--- src/rtl/sweep_trig_pkg.sv ---
// constants, register map and carrier types of the sweep trigger block
// assumes an apb slave view with 32-bit words and one 200 mhz clock
package sweep_trig_pkg;

   localparam int    CLK_MHZ       = 200;
   localparam int    NUM_CH        = 4;
   localparam int    CH_W          = 2;
   localparam int    DUR_W         = 16;
   localparam int    DLY_W         = 32;

   // register byte offsets
   localparam logic [7:0] OFS_CTRL    = 8'h00;
   localparam logic [7:0] OFS_CMD     = 8'h04;
   localparam logic [7:0] OFS_STATUS  = 8'h08;
   localparam logic [7:0] OFS_GDELAY  = 8'h0c;
   localparam logic [7:0] OFS_GAUX    = 8'h10;
   localparam logic [7:0] OFS_CHDLY   = 8'h20;
   localparam logic [7:0] OFS_CHAUX   = 8'h40;

   // ctrl fields
   localparam int    CTRL_SRC_LSB  = 0;
   localparam int    CTRL_GLOBAL   = 2;
   localparam int    CTRL_POL_LSB  = 3;
   localparam int    CTRL_EARLY    = 5;
   localparam int    CTRL_CH_LSB   = 8;
   // cmd fields
   localparam int    CMD_MANUAL    = 0;
   // aux word fields
   localparam int    AUX_EN        = 0;
   localparam int    AUX_NEG       = 1;
   localparam int    AUX_AFTER     = 2;
   localparam int    AUX_POINT     = 3;
   localparam int    AUX_DUR_LSB   = 8;

   // reset values
   localparam logic [31:0] CTRL_RST  = 32'h0000_0004;
   localparam logic [DUR_W-1:0] DUR_RST = 16'h0001;
   localparam logic [DLY_W-1:0] LATENCY = 32'h0000_0002;

   typedef enum logic [1:0] {
      SRC_INTERNAL,
      SRC_MANUAL,
      SRC_EXTERNAL,
      SRC_SPARE
   } src_type;

   typedef enum logic [1:0] {
      POL_HIGH,
      POL_LOW,
      POL_RISE,
      POL_FALL
   } pol_type;

   typedef struct packed {
      logic             en;
      logic             neg;
      logic             after;
      logic             per_point;
      logic [DUR_W-1:0] dur;
   } aux_cfg_type;

   typedef struct packed {
      logic point_start;
      logic point_done;
      logic sweep_end;
   } engine_ev_type;

endpackage : sweep_trig_pkg

--- src/rtl/sweep_trigger_sync.sv ---
// trigger qualification, sweep start delay and auxiliary output pulser
// assumes a sweep engine on pclk giving point and sweep events
//
// Behaviour
// ready_out is high while idle and the engine is prepared.
// the far instrument drives trig_in once it is itself prepared.
// sweep_done_out rises at sweep end, falls when next trigger taken.
// sweep start follows the trigger by delay plus fixed latency.
// channel scope uses that channel's delay, global scope one delay.
// level modes fire while ready and input high or low.
// rise mode fires on first rising edge after ready.
// fall mode fires on first falling edge after ready.
// early mode latches one edge, fires at ready, drops further edges.
// without early mode edges while not ready are ignored.
// early mode acts only in the edge modes.
// aux pulses only while aux enable is set, else held low whatever the polarity.
// start on internal always, manual command, or external input.
// positive polarity gives high pulse, negative a low pulse.
// before placement pulses ahead of data collection.
// after placement pulses once data collection is done.
// per point one pulse per point, else one per sweep.
// pulse stays active for the programmed duration in cycles.
// channel scope uses the swept channel's own aux settings.
// global scope takes per-point from last written channel.
// the source side should pick after placement to retune.
// triggers during a sweep start nothing new.
// trig_in is synchronised, delays counted in clock cycles.
`timescale 1ns/1ps
module sweep_trigger_sync
#(
   parameter int NUM_CH = sweep_trig_pkg::NUM_CH
)
(
   input  wire logic                        pclk,
   input  wire logic                        presetn,
   input  wire logic                        ce,
   input  wire logic                        psel,
   input  wire logic                        penable,
   input  wire logic                        pwrite,
   input  wire logic [7:0]                  paddr,
   input  wire logic [31:0]                 pwdata,
   output logic      [31:0]                 prdata,
   output logic                             pready,
   output logic                             pslverr,
   input  wire logic                        trig_in,
   input  wire logic                        engine_ok,
   input  wire sweep_trig_pkg::engine_ev_type engine_ev,
   output logic                             ready_out,
   output logic                             sweep_start,
   output logic                             sweep_done_out,
   output logic                             aux_out
);

   typedef enum logic [1:0] {
      ST_IDLE,
      ST_DELAY,
      ST_SWEEP
   } state_type;

   localparam int CW = sweep_trig_pkg::CH_W;
   localparam int DW = sweep_trig_pkg::DUR_W;

   logic [31:0]                  ctrl_r;
   logic [31:0]                  gdelay_r;
   sweep_trig_pkg::aux_cfg_type  gaux_r;
   logic [31:0]                  chdly_r [NUM_CH];
   sweep_trig_pkg::aux_cfg_type  chaux_r [NUM_CH];
   logic [CW-1:0]                last_ch_r;
   logic                         manual_r;
   logic [2:0]                   sync_r;
   logic                         trig_lvl_r;
   logic                         trig_prev_r;
   logic                         early_r;
   state_type                    state_r;
   logic [31:0]                  cnt_r;
   logic [DW-1:0]                pcnt_r;
   logic                         pneg_r;

   ////////////////////////////////////////////////////////////////////
   // apb access

   function automatic logic reg_hit(input logic [7:0] a);
      logic [7:0] top;
      top = a & 8'he0;
      reg_hit = (a[1:0] == 2'h0) &&
         (a <= sweep_trig_pkg::OFS_GAUX ||
          ((top == sweep_trig_pkg::OFS_CHDLY ||
            top == sweep_trig_pkg::OFS_CHAUX) &&
           32'(a[4:2]) < NUM_CH));
   endfunction : reg_hit

   function automatic logic [31:0] aux_word(
      input sweep_trig_pkg::aux_cfg_type c);
      logic [31:0] w;
      w = 32'h0;
      w[sweep_trig_pkg::AUX_EN]    = c.en;
      w[sweep_trig_pkg::AUX_NEG]   = c.neg;
      w[sweep_trig_pkg::AUX_AFTER] = c.after;
      w[sweep_trig_pkg::AUX_POINT] = c.per_point;
      w[sweep_trig_pkg::AUX_DUR_LSB +: DW] = c.dur;
      aux_word = w;
   endfunction : aux_word

   function automatic sweep_trig_pkg::aux_cfg_type aux_cfg(
      input logic [31:0] w);
      sweep_trig_pkg::aux_cfg_type c;
      c.en        = w[sweep_trig_pkg::AUX_EN];
      c.neg       = w[sweep_trig_pkg::AUX_NEG];
      c.after     = w[sweep_trig_pkg::AUX_AFTER];
      c.per_point = w[sweep_trig_pkg::AUX_POINT];
      c.dur       = w[sweep_trig_pkg::AUX_DUR_LSB +: DW];
      aux_cfg = c;
   endfunction : aux_cfg

   logic          setup;
   logic          wr_go;
   logic [CW-1:0] wch;
   assign setup = psel && !penable;
   assign wr_go = psel && penable && pready && pwrite && !pslverr;
   assign wch   = paddr[2 +: CW];

   always_ff @(posedge pclk or negedge presetn)
   begin
      if (!presetn)
      begin
         pready  <= 1'b0;
         pslverr <= 1'b0;
         prdata  <= 32'h0;
      end
      else if (ce)
      begin
         pready  <= setup;
         pslverr <= setup && !reg_hit(paddr);
         prdata  <= 32'h0;
         if (setup && !pwrite && reg_hit(paddr))
         begin
            if (paddr == sweep_trig_pkg::OFS_CTRL)
               prdata <= ctrl_r;
            else if (paddr == sweep_trig_pkg::OFS_STATUS)
               prdata <= {28'h0, early_r, trig_lvl_r,
                          state_r != ST_IDLE, ready_out};
            else if (paddr == sweep_trig_pkg::OFS_GDELAY)
               prdata <= gdelay_r;
            else if (paddr == sweep_trig_pkg::OFS_GAUX)
               prdata <= aux_word(gaux_r);
            else if ((paddr & 8'he0) == sweep_trig_pkg::OFS_CHDLY)
               prdata <= chdly_r[wch];
            else if ((paddr & 8'he0) == sweep_trig_pkg::OFS_CHAUX)
               prdata <= aux_word(chaux_r[wch]);
         end
      end
   end

   always_ff @(posedge pclk or negedge presetn)
   begin
      if (!presetn)
      begin
         ctrl_r    <= sweep_trig_pkg::CTRL_RST;
         gdelay_r  <= 32'h0;
         gaux_r    <= '{1'b0, 1'b0, 1'b1, 1'b0, sweep_trig_pkg::DUR_RST};
         last_ch_r <= '0;
         manual_r  <= 1'b0;
         for (int i = 0; i < NUM_CH; i++)
         begin
            chdly_r[i] <= 32'h0;
            chaux_r[i] <= '{1'b0, 1'b0, 1'b1, 1'b0,
                            sweep_trig_pkg::DUR_RST};
         end
      end
      else if (ce)
      begin
         manual_r <= 1'b0;
         if (wr_go)
         begin
            if (paddr == sweep_trig_pkg::OFS_CTRL)
               ctrl_r <= pwdata;
            else if (paddr == sweep_trig_pkg::OFS_CMD)
               manual_r <= pwdata[sweep_trig_pkg::CMD_MANUAL];
            else if (paddr == sweep_trig_pkg::OFS_GDELAY)
               gdelay_r <= pwdata;
            else if (paddr == sweep_trig_pkg::OFS_GAUX)
               gaux_r <= aux_cfg(pwdata);
            else if ((paddr & 8'he0) == sweep_trig_pkg::OFS_CHDLY)
               chdly_r[wch] <= pwdata;
            else if ((paddr & 8'he0) == sweep_trig_pkg::OFS_CHAUX)
            begin
               chaux_r[wch] <= aux_cfg(pwdata);
               last_ch_r    <= wch;
            end
         end
      end
   end

   ////////////////////////////////////////////////////////////////////
   // settings in force

   sweep_trig_pkg::src_type     src;
   sweep_trig_pkg::pol_type     pol;
   logic                        glob;
   logic [CW-1:0]               cur_ch;
   logic [31:0]                 dly;
   sweep_trig_pkg::aux_cfg_type acfg;

   always_comb
   begin
      src    = sweep_trig_pkg::src_type'(ctrl_r[sweep_trig_pkg::CTRL_SRC_LSB +: 2]);
      pol    = sweep_trig_pkg::pol_type'(ctrl_r[sweep_trig_pkg::CTRL_POL_LSB +: 2]);
      glob   = ctrl_r[sweep_trig_pkg::CTRL_GLOBAL];
      cur_ch = ctrl_r[sweep_trig_pkg::CTRL_CH_LSB +: CW];
      dly    = glob ? gdelay_r : chdly_r[cur_ch];
      acfg   = chaux_r[cur_ch];
      if (glob)
      begin
         acfg           = gaux_r;
         acfg.per_point = chaux_r[last_ch_r].per_point;
      end
   end

   ////////////////////////////////////////////////////////////////////
   // trigger pin synchroniser and qualifier

   always_ff @(posedge pclk or negedge presetn)
   begin
      if (!presetn)
      begin
         sync_r      <= 3'h0;
         trig_lvl_r  <= 1'b0;
         trig_prev_r <= 1'b0;
      end
      else if (ce)
      begin
         sync_r <= {sync_r[1:0], trig_in};
         if (sync_r[1] == sync_r[2])
            trig_lvl_r <= sync_r[2];
         trig_prev_r <= trig_lvl_r;
      end
   end

   logic is_edge;
   logic edge_hit;
   logic ext_fire;
   logic fire;
   assign is_edge  = (pol == sweep_trig_pkg::POL_RISE) ||
                     (pol == sweep_trig_pkg::POL_FALL);
   assign edge_hit = (pol == sweep_trig_pkg::POL_RISE) ?
                     (trig_lvl_r && !trig_prev_r) :
                     (!trig_lvl_r && trig_prev_r);

   always_comb
   begin
      case (pol)
         sweep_trig_pkg::POL_HIGH: ext_fire = trig_lvl_r;
         sweep_trig_pkg::POL_LOW:  ext_fire = !trig_lvl_r;
         default:  ext_fire = edge_hit || early_r;
      endcase
      case (src)
         sweep_trig_pkg::SRC_INTERNAL: fire = ready_out;
         sweep_trig_pkg::SRC_MANUAL:   fire = ready_out && manual_r;
         sweep_trig_pkg::SRC_EXTERNAL: fire = ready_out && ext_fire;
         default:                      fire = 1'b0;
      endcase
   end

   // one remembered edge while not ready
   always_ff @(posedge pclk or negedge presetn)
   begin
      if (!presetn)
         early_r <= 1'b0;
      else if (ce)
      begin
         if (!ctrl_r[sweep_trig_pkg::CTRL_EARLY] || !is_edge)
            early_r <= 1'b0;
         else if (!ready_out && edge_hit)
            early_r <= 1'b1;
         else if (fire)
            early_r <= 1'b0;
      end
   end

   ////////////////////////////////////////////////////////////////////
   // sweep sequencing

   always_ff @(posedge pclk or negedge presetn)
   begin
      if (!presetn)
      begin
         state_r        <= ST_IDLE;
         cnt_r          <= 32'h0;
         ready_out      <= 1'b0;
         sweep_start    <= 1'b0;
         sweep_done_out <= 1'b0;
      end
      else if (ce)
      begin
         sweep_start <= 1'b0;
         ready_out   <= 1'b0;
         case (state_r)
            ST_IDLE:
            begin
               ready_out <= engine_ok && !fire;
               if (fire)
               begin
                  state_r        <= ST_DELAY;
                  cnt_r          <= dly + sweep_trig_pkg::LATENCY;
                  sweep_done_out <= 1'b0;
               end
            end
            ST_DELAY:
            begin
               cnt_r <= cnt_r - 32'h1;
               if (cnt_r == 32'h1)
               begin
                  sweep_start <= 1'b1;
                  state_r     <= ST_SWEEP;
               end
            end
            ST_SWEEP:
               if (engine_ev.sweep_end)
               begin
                  state_r        <= ST_IDLE;
                  sweep_done_out <= 1'b1;
               end
            default:
               state_r <= ST_IDLE;
         endcase
      end
   end

   ////////////////////////////////////////////////////////////////////
   // auxiliary output pulser

   logic pulse_ev;
   always_comb
   begin
      if (!acfg.en)
         pulse_ev = 1'b0;
      else if (acfg.after)
         pulse_ev = acfg.per_point ? engine_ev.point_done :
                    (state_r == ST_SWEEP && engine_ev.sweep_end);
      else
         pulse_ev = acfg.per_point ? engine_ev.point_start :
                    (state_r == ST_DELAY && cnt_r == 32'h1);
   end

   always_ff @(posedge pclk or negedge presetn)
   begin
      if (!presetn)
      begin
         pcnt_r  <= '0;
         pneg_r  <= 1'b0;
         aux_out <= 1'b0;
      end
      else if (ce)
      begin
         if (pulse_ev && pcnt_r == '0)
         begin
            pcnt_r  <= (acfg.dur == '0) ? DW'(1) : acfg.dur;
            pneg_r  <= acfg.neg;
            aux_out <= !acfg.neg;
         end
         else if (pcnt_r != '0)
         begin
            pcnt_r  <= pcnt_r - DW'(1);
            aux_out <= (pcnt_r == DW'(1)) ? pneg_r : !pneg_r;
         end
         else
         begin
            pneg_r  <= acfg.neg;
            aux_out <= acfg.en && acfg.neg;
         end
      end
   end

   ////////////////////////////////////////////////////////////////////
   // checks

   AST_READY_IDLE:
      assert property (@(posedge pclk) disable iff (!presetn)
         ready_out |-> $past(state_r) == ST_IDLE && $past(engine_ok))
      else $error("ready outside idle");

   AST_NO_FIRE_BUSY:
      assert property (@(posedge pclk) disable iff (!presetn)
         state_r != ST_IDLE |-> !fire)
      else $error("trigger taken during sweep");

   AST_START_DELAY:
      assert property (@(posedge pclk) disable iff (!presetn)
         ce && state_r == ST_DELAY && cnt_r == 32'h1 |=> sweep_start)
      else $error("sweep start not after delay");

   AST_DELAY_LOAD:
      assert property (@(posedge pclk) disable iff (!presetn)
         ce && fire |=> cnt_r == $past(dly) + sweep_trig_pkg::LATENCY)
      else $error("wrong delay loaded");

   AST_DONE_FLAG:
      assert property (@(posedge pclk) disable iff (!presetn)
         ce && state_r == ST_SWEEP && engine_ev.sweep_end
         |=> sweep_done_out && state_r == ST_IDLE)
      else $error("sweep done not shown");

   AST_EDGE_ONLY:
      assert property (@(posedge pclk) disable iff (!presetn)
         ce && !is_edge |=> !early_r)
      else $error("early latch in level mode");

   AST_NO_EARLY_OFF:
      assert property (@(posedge pclk) disable iff (!presetn)
         ce && !ctrl_r[sweep_trig_pkg::CTRL_EARLY] |=> !early_r)
      else $error("early latch while disabled");

   AST_AUX_IDLE:
      assert property (@(posedge pclk) disable iff (!presetn)
         (!acfg.en && pcnt_r == '0) [*2] |=> aux_out == 1'b0)
      else $error("aux active while disabled");

   AST_PULSE_LEN:
      assert property (@(posedge pclk) disable iff (!presetn)
         ce && pulse_ev && pcnt_r == '0 && acfg.dur == DW'(2)
         ##1 ce |=> aux_out == !pneg_r ##1 aux_out == pneg_r)
      else $error("pulse length wrong");

   AST_POLARITY:
      assert property (@(posedge pclk) disable iff (!presetn)
         ce && pulse_ev && pcnt_r == '0 |=> aux_out == !$past(acfg.neg))
      else $error("pulse polarity wrong");

endmodule : sweep_trigger_sync

--- config.mk ---
export PLATFORM = sky130hd
export DESIGN_NAME = sweep_trigger_sync
export DESIGN_NICKNAME = d
export VERILOG_FILES = /design/src/rtl/sweep_trig_pkg.sv /design/src/rtl/sweep_trigger_sync.sv
export SDC_FILE = /design/constraint.sdc
export NUM_CORES = 1
export LEC_CHECK = 0
export ABC_AREA = 0
export BUFFER_PORTS_ARGS = -buffer_cell sky130_fd_sc_hd__buf_4
export CAP_MARGIN = 15
export CORE_AREA = 2 2 200 202
export DETAILED_ROUTE_END_ITERATION = 8
export DIE_AREA = 0 0 202 204
export PLACE_DENSITY = 0.76
export SYNTH_ARGS = -nofsm -noshare
export SYNTH_HDL_FRONTEND = slang
export SYNTH_SLANG_ARGS = --single-unit
export TNS_END_PERCENT = 5
--- constraint.sdc ---
create_clock -name pclk -period 3.2 [get_ports pclk]
set_clock_uncertainty 0.1 [all_clocks]
set_input_delay 0.64 -clock pclk [delete_from_list [all_inputs] [get_ports pclk]]
set_output_delay 0.64 -clock pclk [all_outputs]
set_load 0.02 [all_outputs]
---- Yosys cells after proc, flatten, opt, wreduce, memory -nomap -nowiden ----
Index checks and enable logic that the tools add are counted.
operators by class
  $add $sub $neg .......................... 3
  $lt $le $gt $ge ......................... 6
  equal/unequal tests ..................... 20
  mux-type cells .......................... 62
  bitwise operators ....................... 8
  reductions and logical operators ........ 63
operators with widths
  operator               count
  $mux 32                13
  $bmux 32 s2            2
  $bwmux 128             1
  $bmux 20 s2            3
  $mux 20                6
  $bwmux 80              1
  $demux 32 s2           1
  $pmux 32 s2            1
  $mux 16                3
  $demux 20 s2           1
  $mux 17                2
  $add 32x2->32 const B  1
  $eq 32x1->1 const B    1
  $logic_not 16->1       2
  $sub 32x1->32 const B  1
  $mux 24                1
  $logic_and 1x1->1      21
  $mux 1                 20
  $eq 16x1->1 const B    1
  $eq 8x4->1 const B     2
  $reduce_bool 16->1     1
  $sub 16x1->16 const B  1
  $logic_not 1->1        12
  $ge 3x3->1 const B     3
  29 further kinds       61
word-level totals
  bits in registers ....................... 390
  bits of input ports ..................... 51
  output and inout bits ................... 38
  word-level logic and storage cells ...... 210

---- Logic depth before layout (Yosys ltp) ----
Gate-level depths: netlist (run 1).
  depth in word-level cells ............... 11
  mapped depth ............................ 15
  mapped depth without buffers ............ 10

---- Worst setup path before layout (run 1) ----
Ideal clock, no wire load.
  path type ............................... reg-to-reg
  start point ............................. register ctrl_r[2]
  end point ............................... register cnt_r[31]
  library setup time ...................... 0.069 ns
  arrival time ............................ 3.165 ns
  data required time ...................... 3.031 ns
  slack ................................... -0.134 ns
  cell stages (with the launch flop) ...... 16
  buffers on the path ..................... 5
  clock period less this slack ............ 3.334 ns
  cell sequence ........................... dfstp_2 > buf_2 > inv_1 > buf_2 > buf_2 > buf_2 > buf_1 > nand2_1 > nand2_1 > ha_1 > inv_1 > or4bb_1 > nor4_1 > and4_1 > mux2_2 > nand3_1
on the way
  longest elaborated chain between the ends .. 4
ends and longest elaborated chain
  item                    line                       source
  start, declared         sweep_trigger_sync.sv:63   logic [31:0] ctrl_r;
  start signal, assigned  sweep_trigger_sync.sv:158  ctrl_r <= sweep_trig_pkg::CTRL_RST;
  start signal, assigned  sweep_trigger_sync.sv:176  ctrl_r <= pwdata;
  $mux 32                 sweep_trigger_sync.sv:210  dly = glob ? gdelay_r : chdly_r[cur_ch];
  $add 32x2->32           sweep_trigger_sync.sv:304  cnt_r <= dly + sweep_trig_pkg::LATENCY;
  $mux 32                 sweep_trigger_sync.sv:301  if (fire)
  $pmux 32 s2             sweep_trigger_sync.sv:297  case (state_r)
  end signal, assigned    sweep_trigger_sync.sv:304
  end signal, assigned    sweep_trigger_sync.sv:310  cnt_r <= cnt_r - 32'h1;
  end, declared           sweep_trigger_sync.sv:75   logic [31:0] cnt_r;
No other way between the ends. The select of a mux whose other input is x is not followed.
A chain may end at the register's enable or synchronous reset.

---- Worst setup path in the final report (run 1) ----
  start point ............................. register cnt_r[18]
  end point ............................... register pcnt_r[6]
on the way
  longest elaborated chain between the ends .. 8
  elaborated cells between the ends (all ways) .. 9
  those cells by class .................... eq/ne: 1; mux: 4; reduce/logical: 4
ends and longest elaborated chain
  item                                line                       source
  $eq 32x1->1 *                       sweep_trigger_sync.sv:342  (state_r == ST_DELAY && cnt_r == 32'h1);
  $logic_and 1x1->1 *                 sweep_trigger_sync.sv:342
  $mux 1 *                            sweep_trigger_sync.sv:341  pulse_ev = acfg.per_point ? engine_ev.point_start :
  $mux 1 *                            sweep_trigger_sync.sv:337  else if (acfg.after)
  $mux 1 *                            sweep_trigger_sync.sv:335  if (!acfg.en)
  $logic_and 1x1->1 *                 sweep_trigger_sync.sv:355  if (pulse_ev && pcnt_r == '0)
  $reduce_bool 2->1 (no source line)  -
  $reduce_and 2->1 (no source line)   -
  end signal, assigned                sweep_trigger_sync.sv:357  pcnt_r <= (acfg.dur == '0) ? DW'(1) : acfg.dur;
  end signal, assigned                sweep_trigger_sync.sv:363  pcnt_r <= pcnt_r - DW'(1);
  end, declared                       sweep_trigger_sync.sv:76   logic [DW-1:0] pcnt_r;
Mark *: on every way between the ends. The rest lies on a longest branch, timed or not.

==> results of run 1 <==
-- worst reg2reg max path, delay by kind of cell (launching register included) --
kind | cells | cell delay [ns]
AO/OA/AOI/OAI | 3 | 0.51
buffers and inverters | 1 | 0.19
flip-flops | 1 | 0.43
AND/OR/NAND/NOR | 4 | 1.71
-- synth_stat cells, types with 14 or more instances --
master     number
nand2_1        90
a221oi_1       14
nand3_1        34
o22ai_1        45
dfrtp_1       379
o2bb2ai_1      25
mux4_2         49
a22oi_1        33
a22o_1         16
xnor2_1        18
nor3_1         44
nor2_1         57
o31ai_1        14
mux2_2        314
clkbuf_1       98
o21ai_0        58
inv_1          20
buf_2          17
a21oi_1        72
mux2i_1        66
-- per-layer routing --
layer / share of wire, % / track usage, % / routed length, um / vias to the layer above
li1: - / - / - / 6823
met1: 41 / 40.6 / 25200 / 8120
met2: 46 / 46.8 / 28200 / 811
met3: 7.7 / 4.40 / 4710 / 171
met4: 4.7 / 14.4 / 2840 / 0
met5: 0 / 0 / 0 / -
-- metrics by stage --
step | area, sq um | total power, mW | utilization, %
after global routing | 24100 | 12.5 | 61.4
after detailed placement | 22600 | 6.99 | 57.7
after global placement | 22600 | 6.92 | 57.7
final | 24100 | 12.0 | 61.4
after floorplan | 20800 | 6.39 | -
after CTS | 24000 | 12.0 | 61.4
-- cell type report --
type / instances / area, sq um / area share [%]
Timing Repair Buffer: 188 / 1680 / 7.00
Multi-Input combinational cell: 1185 / 10400 / 43.4
Tap cell: 525 / 657 / 2.73
Clock inverter: 21 / 294 / 1.22
Sequential cell: 390 / 9780 / 40.7
Inverter: 21 / 78.8 / 0.328
Clock buffer: 53 / 1120 / 4.67
-- state kept, by name (all words and copies together) (netlist names), 3 cells and up --
| register | count |
|---|---|
| gdelay_r | 32 |
| prdata | 32 |
| gaux_r | 20 |
| ctrl_r | 32 |
| chdly_r | 128 |
| pcnt_r | 16 |
| cnt_r | 32 |
| chaux_r | 80 |
| sync_r | 3 |
-- logic make-up (layout without fill, tap and decap cells) --
logic type	Yosys count	count (layout)	synth area share, %
flip-flops	390	390	46.9
buffers and inverters	160	283	3.36
adder cells (fa/ha/maj)	9	9	0.541
XOR/XNOR	24	24	1.01
multiplexers	442	442	27.1
AND/OR/NAND/NOR	337	337	8.49
AO/OA/AOI/OAI	373	373	12.6
-- final timing paths --
check / start / endpoint / slack (ns) / depth (start not counted)
setup / recovery: cnt_r[18] / pcnt_r[6] / 0.12 / 8
hold reg to reg: prdata[30] / prdata[30] / 0.39 / 1
min in group asynchronous: presetn / chaux_r[19] / 0.55 / 2
max in group asynchronous: presetn / ctrl_r[9] / 1.54 / 3
hold / removal: trig_in / sync_r[0] / 0.21 / 2
setup reg to reg: cnt_r[18] / pcnt_r[6] / 0.12 / 8
-- power groups by stage --
| stage | clock network, mW | logic [mW] | registers, mW |
|---|---|---|---|
| 6_report | 5.08 | 1.47 | 5.47 |
| 5_1_grt | 5.34 | 1.62 | 5.51 |
| 4_1_cts | 5.12 | 1.45 | 5.46 |
| 3_5_place_dp | 0 | 1.45 | 5.54 |
| 3_3_place_gp | 0 | 1.40 | 5.53 |
| 2_1_floorplan | 0 | 0.919 | 5.47 |
-- what timing repair did --
action,in CTS,in global routing
hold endpoints to repair,58,0
hold buffers,1,0
endpoints found under the setup margin,0,12
gates resized for setup,0,2
==> run_results.csv, run 1 <==
group,metric,value,unit
run_status,status,"completed",
synthesis,yosys_warnings,0,
clocking,cts_inserted_buffers,41,
timing,grt_setup_unrepaired,"false",
worst_hold_path,hold_path_class,"in2reg",
synthesis,syn-num-nets,1795,
clocking,cts_max_level,2,
timing,period_needed,3.08,ns
pwr,power_density,500,nW/um^2
synthesis,ys.flop_type,"dfrtp_1",
synthesis,synthCells,1735,
layout,mostFrequentLayoutCells,"dfrtp_1, mux2_2, buf_4, nand2_1, a21oi_1",
drt,drc,0,
synthesis,synth_seq_cells,390,
setup_path,critPathSlowestCell,"or4_1",
drt,drtIter0Drc,1521,
setup_path,end_kind,"flop",
layout,fillerInstances,2997,
timing,fin_ws,0.120,ns
layout,layout_commonest_cell,"dfrtp_1",
synthesis,synth_edf_count,0,
pwr,switchingPower,3.29,mW
timing,holdWs,0.207,ns
layout,n_antenna_cell,0,
floorplanning,start_util,53.2,%
timing,fin_crit_sh,96.3,%
timing,tns,0,ns
setup_path,crit_buf_inv,1,
pwr,pwr-share-seq,45.5,%
drt,wl,61000,um
pwr,swShare,27.3,%
floorplanning,die-height,204,um
grt,grt_pass1_vias,15928,
grt,grt-ovfl-total,0,
clocking,path_clk_slew,0.06,ns
setup_path,start_kind,"flop",
layout,final_layout_size_suffix_gt1_share,35.7,%
floorplanning,io_pins,89,
setup_path,cp_slowest_stage_delay,0.55,ns
place,dp_hpwl,41900,um
grt,antenna_found_initial,0,
drt,drt_pass1_iterations,5,
clocking,cts_tree,"built",
flow_run,drv_cap,0,
synthesis,synth.cell_area,20800,sq um
setup_path,cp_top_family,"simple AND/OR/NAND/NOR gates",
synthesis,synth-async-reset-ratio,100,%
drt,via_per_inst,6.68,
floorplanning,rows,73,
synthesis,avgSynthCellArea,12.0,sq um
place,place_congestion,0.907,
pwr,combPwrFrac,12.2,%
setup_path,required,3.55,ns
grt,grt_usage,29.7,%
floorplanning,core_area,39200,sq um
layout,final_nets,1887,
grt,grt_pass1_wl,94200,um
timing,max_clock_freq,0.325,GHz
clocking,cts-root-buf,"clkbuf_16",
setup_path,path_class,"reg2reg",
place,dp_cells,2308,
drt,num_vias,15925,
setup_path,critPathMaxFanout,12,
setup_path,crit_chain,"or3_1 > or4_1 > nor4_4 > and3_2 > o21ai_1 > buf_4 > o31ai_1 > a22oi_1",
pwr,ir_worst_vdd,0.000310,V
pwr,p_leak,10.9,nW
timing,hold_viol_final,0,
synthesis,ys_seq_area_share,46.9,%
drt,wl_per_cell,25.6,um
grt,grt_max_degree,76,
place,pre_cts_ws,-0.0707,ns
pwr,internal_power,8.74,mW
timing,slew_viol_final,0,
timing,final-setup-viol-count,0,
setup_path,cp_data_arrival_time,3.43,ns
pwr,clkPwrFrac,42.3,%
synthesis,synth_top_area_cell,"dfrtp_1",
clocking,cts_setup_buffers,0,
timing,max_slew_margin,29.5,%
layout,fin_cells,2383,
synthesis,synth.distinct_cells,88,
timing,worstMarginPinSlew,1.05,ns
layout,areaGrowthSynthToFinish,15.5,%
synthesis,synth_top_area_share,45.5,%
synthesis,synth_area_leaders,"dfrtp_1, mux2_2, mux4_2",
place,port_buffers,88,
clocking,cts_buffer_depth,3,
clocking,cts_sinks,390,
floorplanning,die-area,41200,sq um
drt,postRouteAntennaNets,0,
floorplanning,fp.dieW,202,um
clocking,clk_latency,0.59,ns
No activity file was read; power rests on OpenSTA's default activity.
==> run 2: changes to the inputs <==
ABC_AREA = 1   (was 0)
CORE_AREA = 2 2 205 207   (was 2 2 200 202)
CTS_CLUSTER_DIAMETER = 60   (was not set)
DIE_AREA = 0 0 207 209   (was 0 0 202 204)
PLACE_DENSITY = 0.77   (was 0.76)
==> run 2 against run 1 <==
Count of clock-buffer cells in the layout rose by 9; final area rose by 3.8%; die area rose by 5.0%; combinational power rose by 75%; core utilization fell by 0.95 points; via count rose by 35%; first-iteration DRC count rose by 62%; maximum frequency rose by 2.8%.
==> run_results.csv, run 2 <==
group,metric,value,unit
run_status,status,"completed",
synthesis,synth_top_area_share,43.1,%
pwr,power_density,559,nW/um^2
synthesis,synth.distinct_cells,53,
clocking,cts_sinks,390,
layout,areaGrowthSynthToFinish,13.4,%
layout,fin_util,60.4,%
grt,grt-ovfl-total,0,
synthesis,ys_seq_area_share,44.4,%
pwr,p_leak,11.9,nW
layout,largest-register,"chdly_r",
worst_hold_path,hold_path_class,"in2reg",
timing,max_clock_freq,0.334,GHz
timing,tns,0,ns
grt,antenna_found_initial,0,
drt,wl_per_cell,19.0,um
synthesis,synthCells,3101,
layout,final_nets,3201,
timing,grt_setup_unrepaired,"false",
setup_path,path_class,"reg2reg",
clocking,cts_setup_buffers,0,
clocking,cts_inserted_buffers,46,
setup_path,required,3.57,ns
timing,worstMarginPinSlew,0.809,ns
synthesis,syn-num-nets,3161,
grt,grt_max_degree,87,
drt,postRouteAntennaNets,0,
setup_path,start_kind,"flop",
drt,drt_pass1_iterations,7,
clocking,path_clk_slew,0.06,ns
timing,hold_viol_final,0,
place,port_buffers,88,
grt,grt_pass1_vias,20560,
layout,layout_commonest_cell,"nand2_1",
setup_path,critPathMaxFanout,16,
floorplanning,fp.dieW,207,um
clocking,cts_tree,"built",
pwr,ir_worst_vdd,0.000542,V
layout,mostFrequentLayoutCells,"nand2_1, o21ai_0, dfrtp_1, inv_1, nor2_1",
floorplanning,rows,75,
synthesis,synth_most_common_cell,"nand2_1",
clocking,cts_buffer_depth,3,
synthesis,synth_edf_count,0,
setup_path,end_kind,"flop",
drt,wl,70500,um
grt,grt_pass1_wl,113000,um
synthesis,synth_seq_cells,390,
layout,final_layout_size_suffix_gt1_share,10.1,%
drt,via_per_inst,5.77,
synthesis,yosys_warnings,0,
synthesis,synth_top_area_cell,"dfrtp_1",
timing,fin_crit_sh,93.7,%
clocking,clk_latency,0.62,ns
timing,max_slew_margin,45.5,%
floorplanning,core_area,41300,sq um
grt,grt_usage,32.6,%
synthesis,synth-async-reset-ratio,100,%
layout,n_antenna_cell,0,
floorplanning,start_util,53.3,%
setup_path,cp_data_arrival_time,3.37,ns
timing,slew_viol_final,0,
drt,drtIter0Drc,2464,
synthesis,avgSynthCellArea,7.10,sq um
flow_run,drv_cap,0,
timing,fin_ws,0.203,ns
place,dp_hpwl,47500,um
synthesis,ys_top_cells_by_count,"nand2_1, o21ai_0, dfrtp_1, inv_1, nor2_1",
clocking,cts-root-buf,"clkbuf_16",
drt,drc,0,
drt,num_vias,21456,
floorplanning,die-height,209,um
clocking,cts_max_level,2,
synthesis,ys.flop_type,"dfrtp_1",
timing,period_needed,3.00,ns
floorplanning,io_pins,89,
synthesis,synth.cell_area,22000,sq um
place,place_congestion,0.929,
layout,reg.largest.list,"chdly_r: 128 flops, chaux_r: 80 flops",
synthesis,synth_area_leaders,"dfrtp_1, nand2_1, o21ai_0",
layout,largest_reg_flops,128,
timing,final-setup-viol-count,0,
floorplanning,die-area,43300,sq um
place,pre_cts_ws,0.248,ns
==> run 2: changes by cell type after synthesis, sizes merged, moves of 25 or more <==
cell | before | now
nand2 | 91 | 1043
o21ai | 62 | 477
mux2 | 314 | 0
inv | 20 | 300
nor2 | 57 | 267
nand3 | 34 | 142
mux2i | 66 | 2
mux4 | 62 | 0
nor3 | 44 | 16
o2bb2ai | 25 | 0
==> run 2: final timing paths <==
check                             from           to  slack, ns  cells after the start
min                          pwdata[2]   gaux_r[17]       0.15                      3
max in group asynchronous      presetn  chaux_r[37]       1.67                      3
min in group asynchronous      presetn      aux_out       0.52                      2
min reg2reg                chdly_r[68]  chdly_r[68]       0.38                      2
max                          ctrl_r[8]    cnt_r[19]       0.20                     17
max reg2reg                  ctrl_r[8]    cnt_r[19]       0.20                     17
==> run 2: layer usage <==
layer / wire length (um) / track usage, % / vias up
li1: - / - / 10077
met1: 29300 / 45.5 / 10057
met2: 31500 / 50.3 / 1114
met3: 6730 / 5.83 / 208
met4: 2940 / 13.5 / 0
met5: 0 / 0 / -
==> run 2: where the power goes <==
group / switching, mW / internal, mW / total, mW
logic: 1.72 / 0.850 / 2.57
registers: 0.405 / 5.28 / 5.69
clock network: 2.25 / 3.44 / 5.69
total: 4.37 / 9.57 / 13.9
==> run 2: timing repair <==
item,4_1_cts,5_1_grt
gates resized for setup,0,1
hold endpoints to repair,65,0
hold buffers,1,0
endpoints found under the setup margin,0,3
==> run 2: through the flow <==
| step | std cells | power [mW] | instance area [sq um] | hold slack (ns) |
|---|---|---|---|---|
| global route | 3717 | 14.6 | 25000 | 0.156 |
| global placement | 3631 | 8.21 | 23300 | 0.366 |
| floorplan | 3101 | 7.43 | 22000 | 0.244 |
| CTS | 3717 | 14.0 | 24900 | 0.139 |
| detailed placement | 3631 | 8.28 | 23300 | 0.372 |
| finish | 3717 | 13.9 | 25000 | 0.149 |
==> run 2: cell families (layout without fill, tap and decap cells) <==
group | after synthesis | count (layout) | share of synthesized area, %
simple gates | 1514 | 1514 | 28.2
mux | 2 | 2 | 0.0909
fa+ha+maj | 9 | 9 | 0.512
xor+xnor | 21 | 21 | 0.836
flops | 390 | 390 | 44.4
compound gates | 702 | 702 | 17.6
buf+inv | 463 | 540 | 8.43
==> run 2: area by class of cell <==
type / count / area, sq um
fillers: 3763 / 16300
inverters: 304 / 1140
repair buffers: 151 / 1290
clock inverters: 23 / 307
multi-input cells: 2248 / 10400
flip-flops and latches: 390 / 9780
clock buffers: 62 / 1340
well taps: 539 / 674
==> run 2: critical path, cell delays in order (launching register included) <==
cell	delay, ns
dfrtp_4	0.57
inv_2	0.26
nand2_1	0.09
nand3_1	0.08
nand2_1	0.08
nand2_1	0.06
nand2_1	0.16
inv_2	0.10
ha_1	0.17
nand3_1	0.11
nor2_1	0.19
nand3_1	0.18
nor2_4	0.26
nand2_1	0.09
nand2_1	0.08
nand3_1	0.08
nand3_1	0.12
nand2_1	0.05
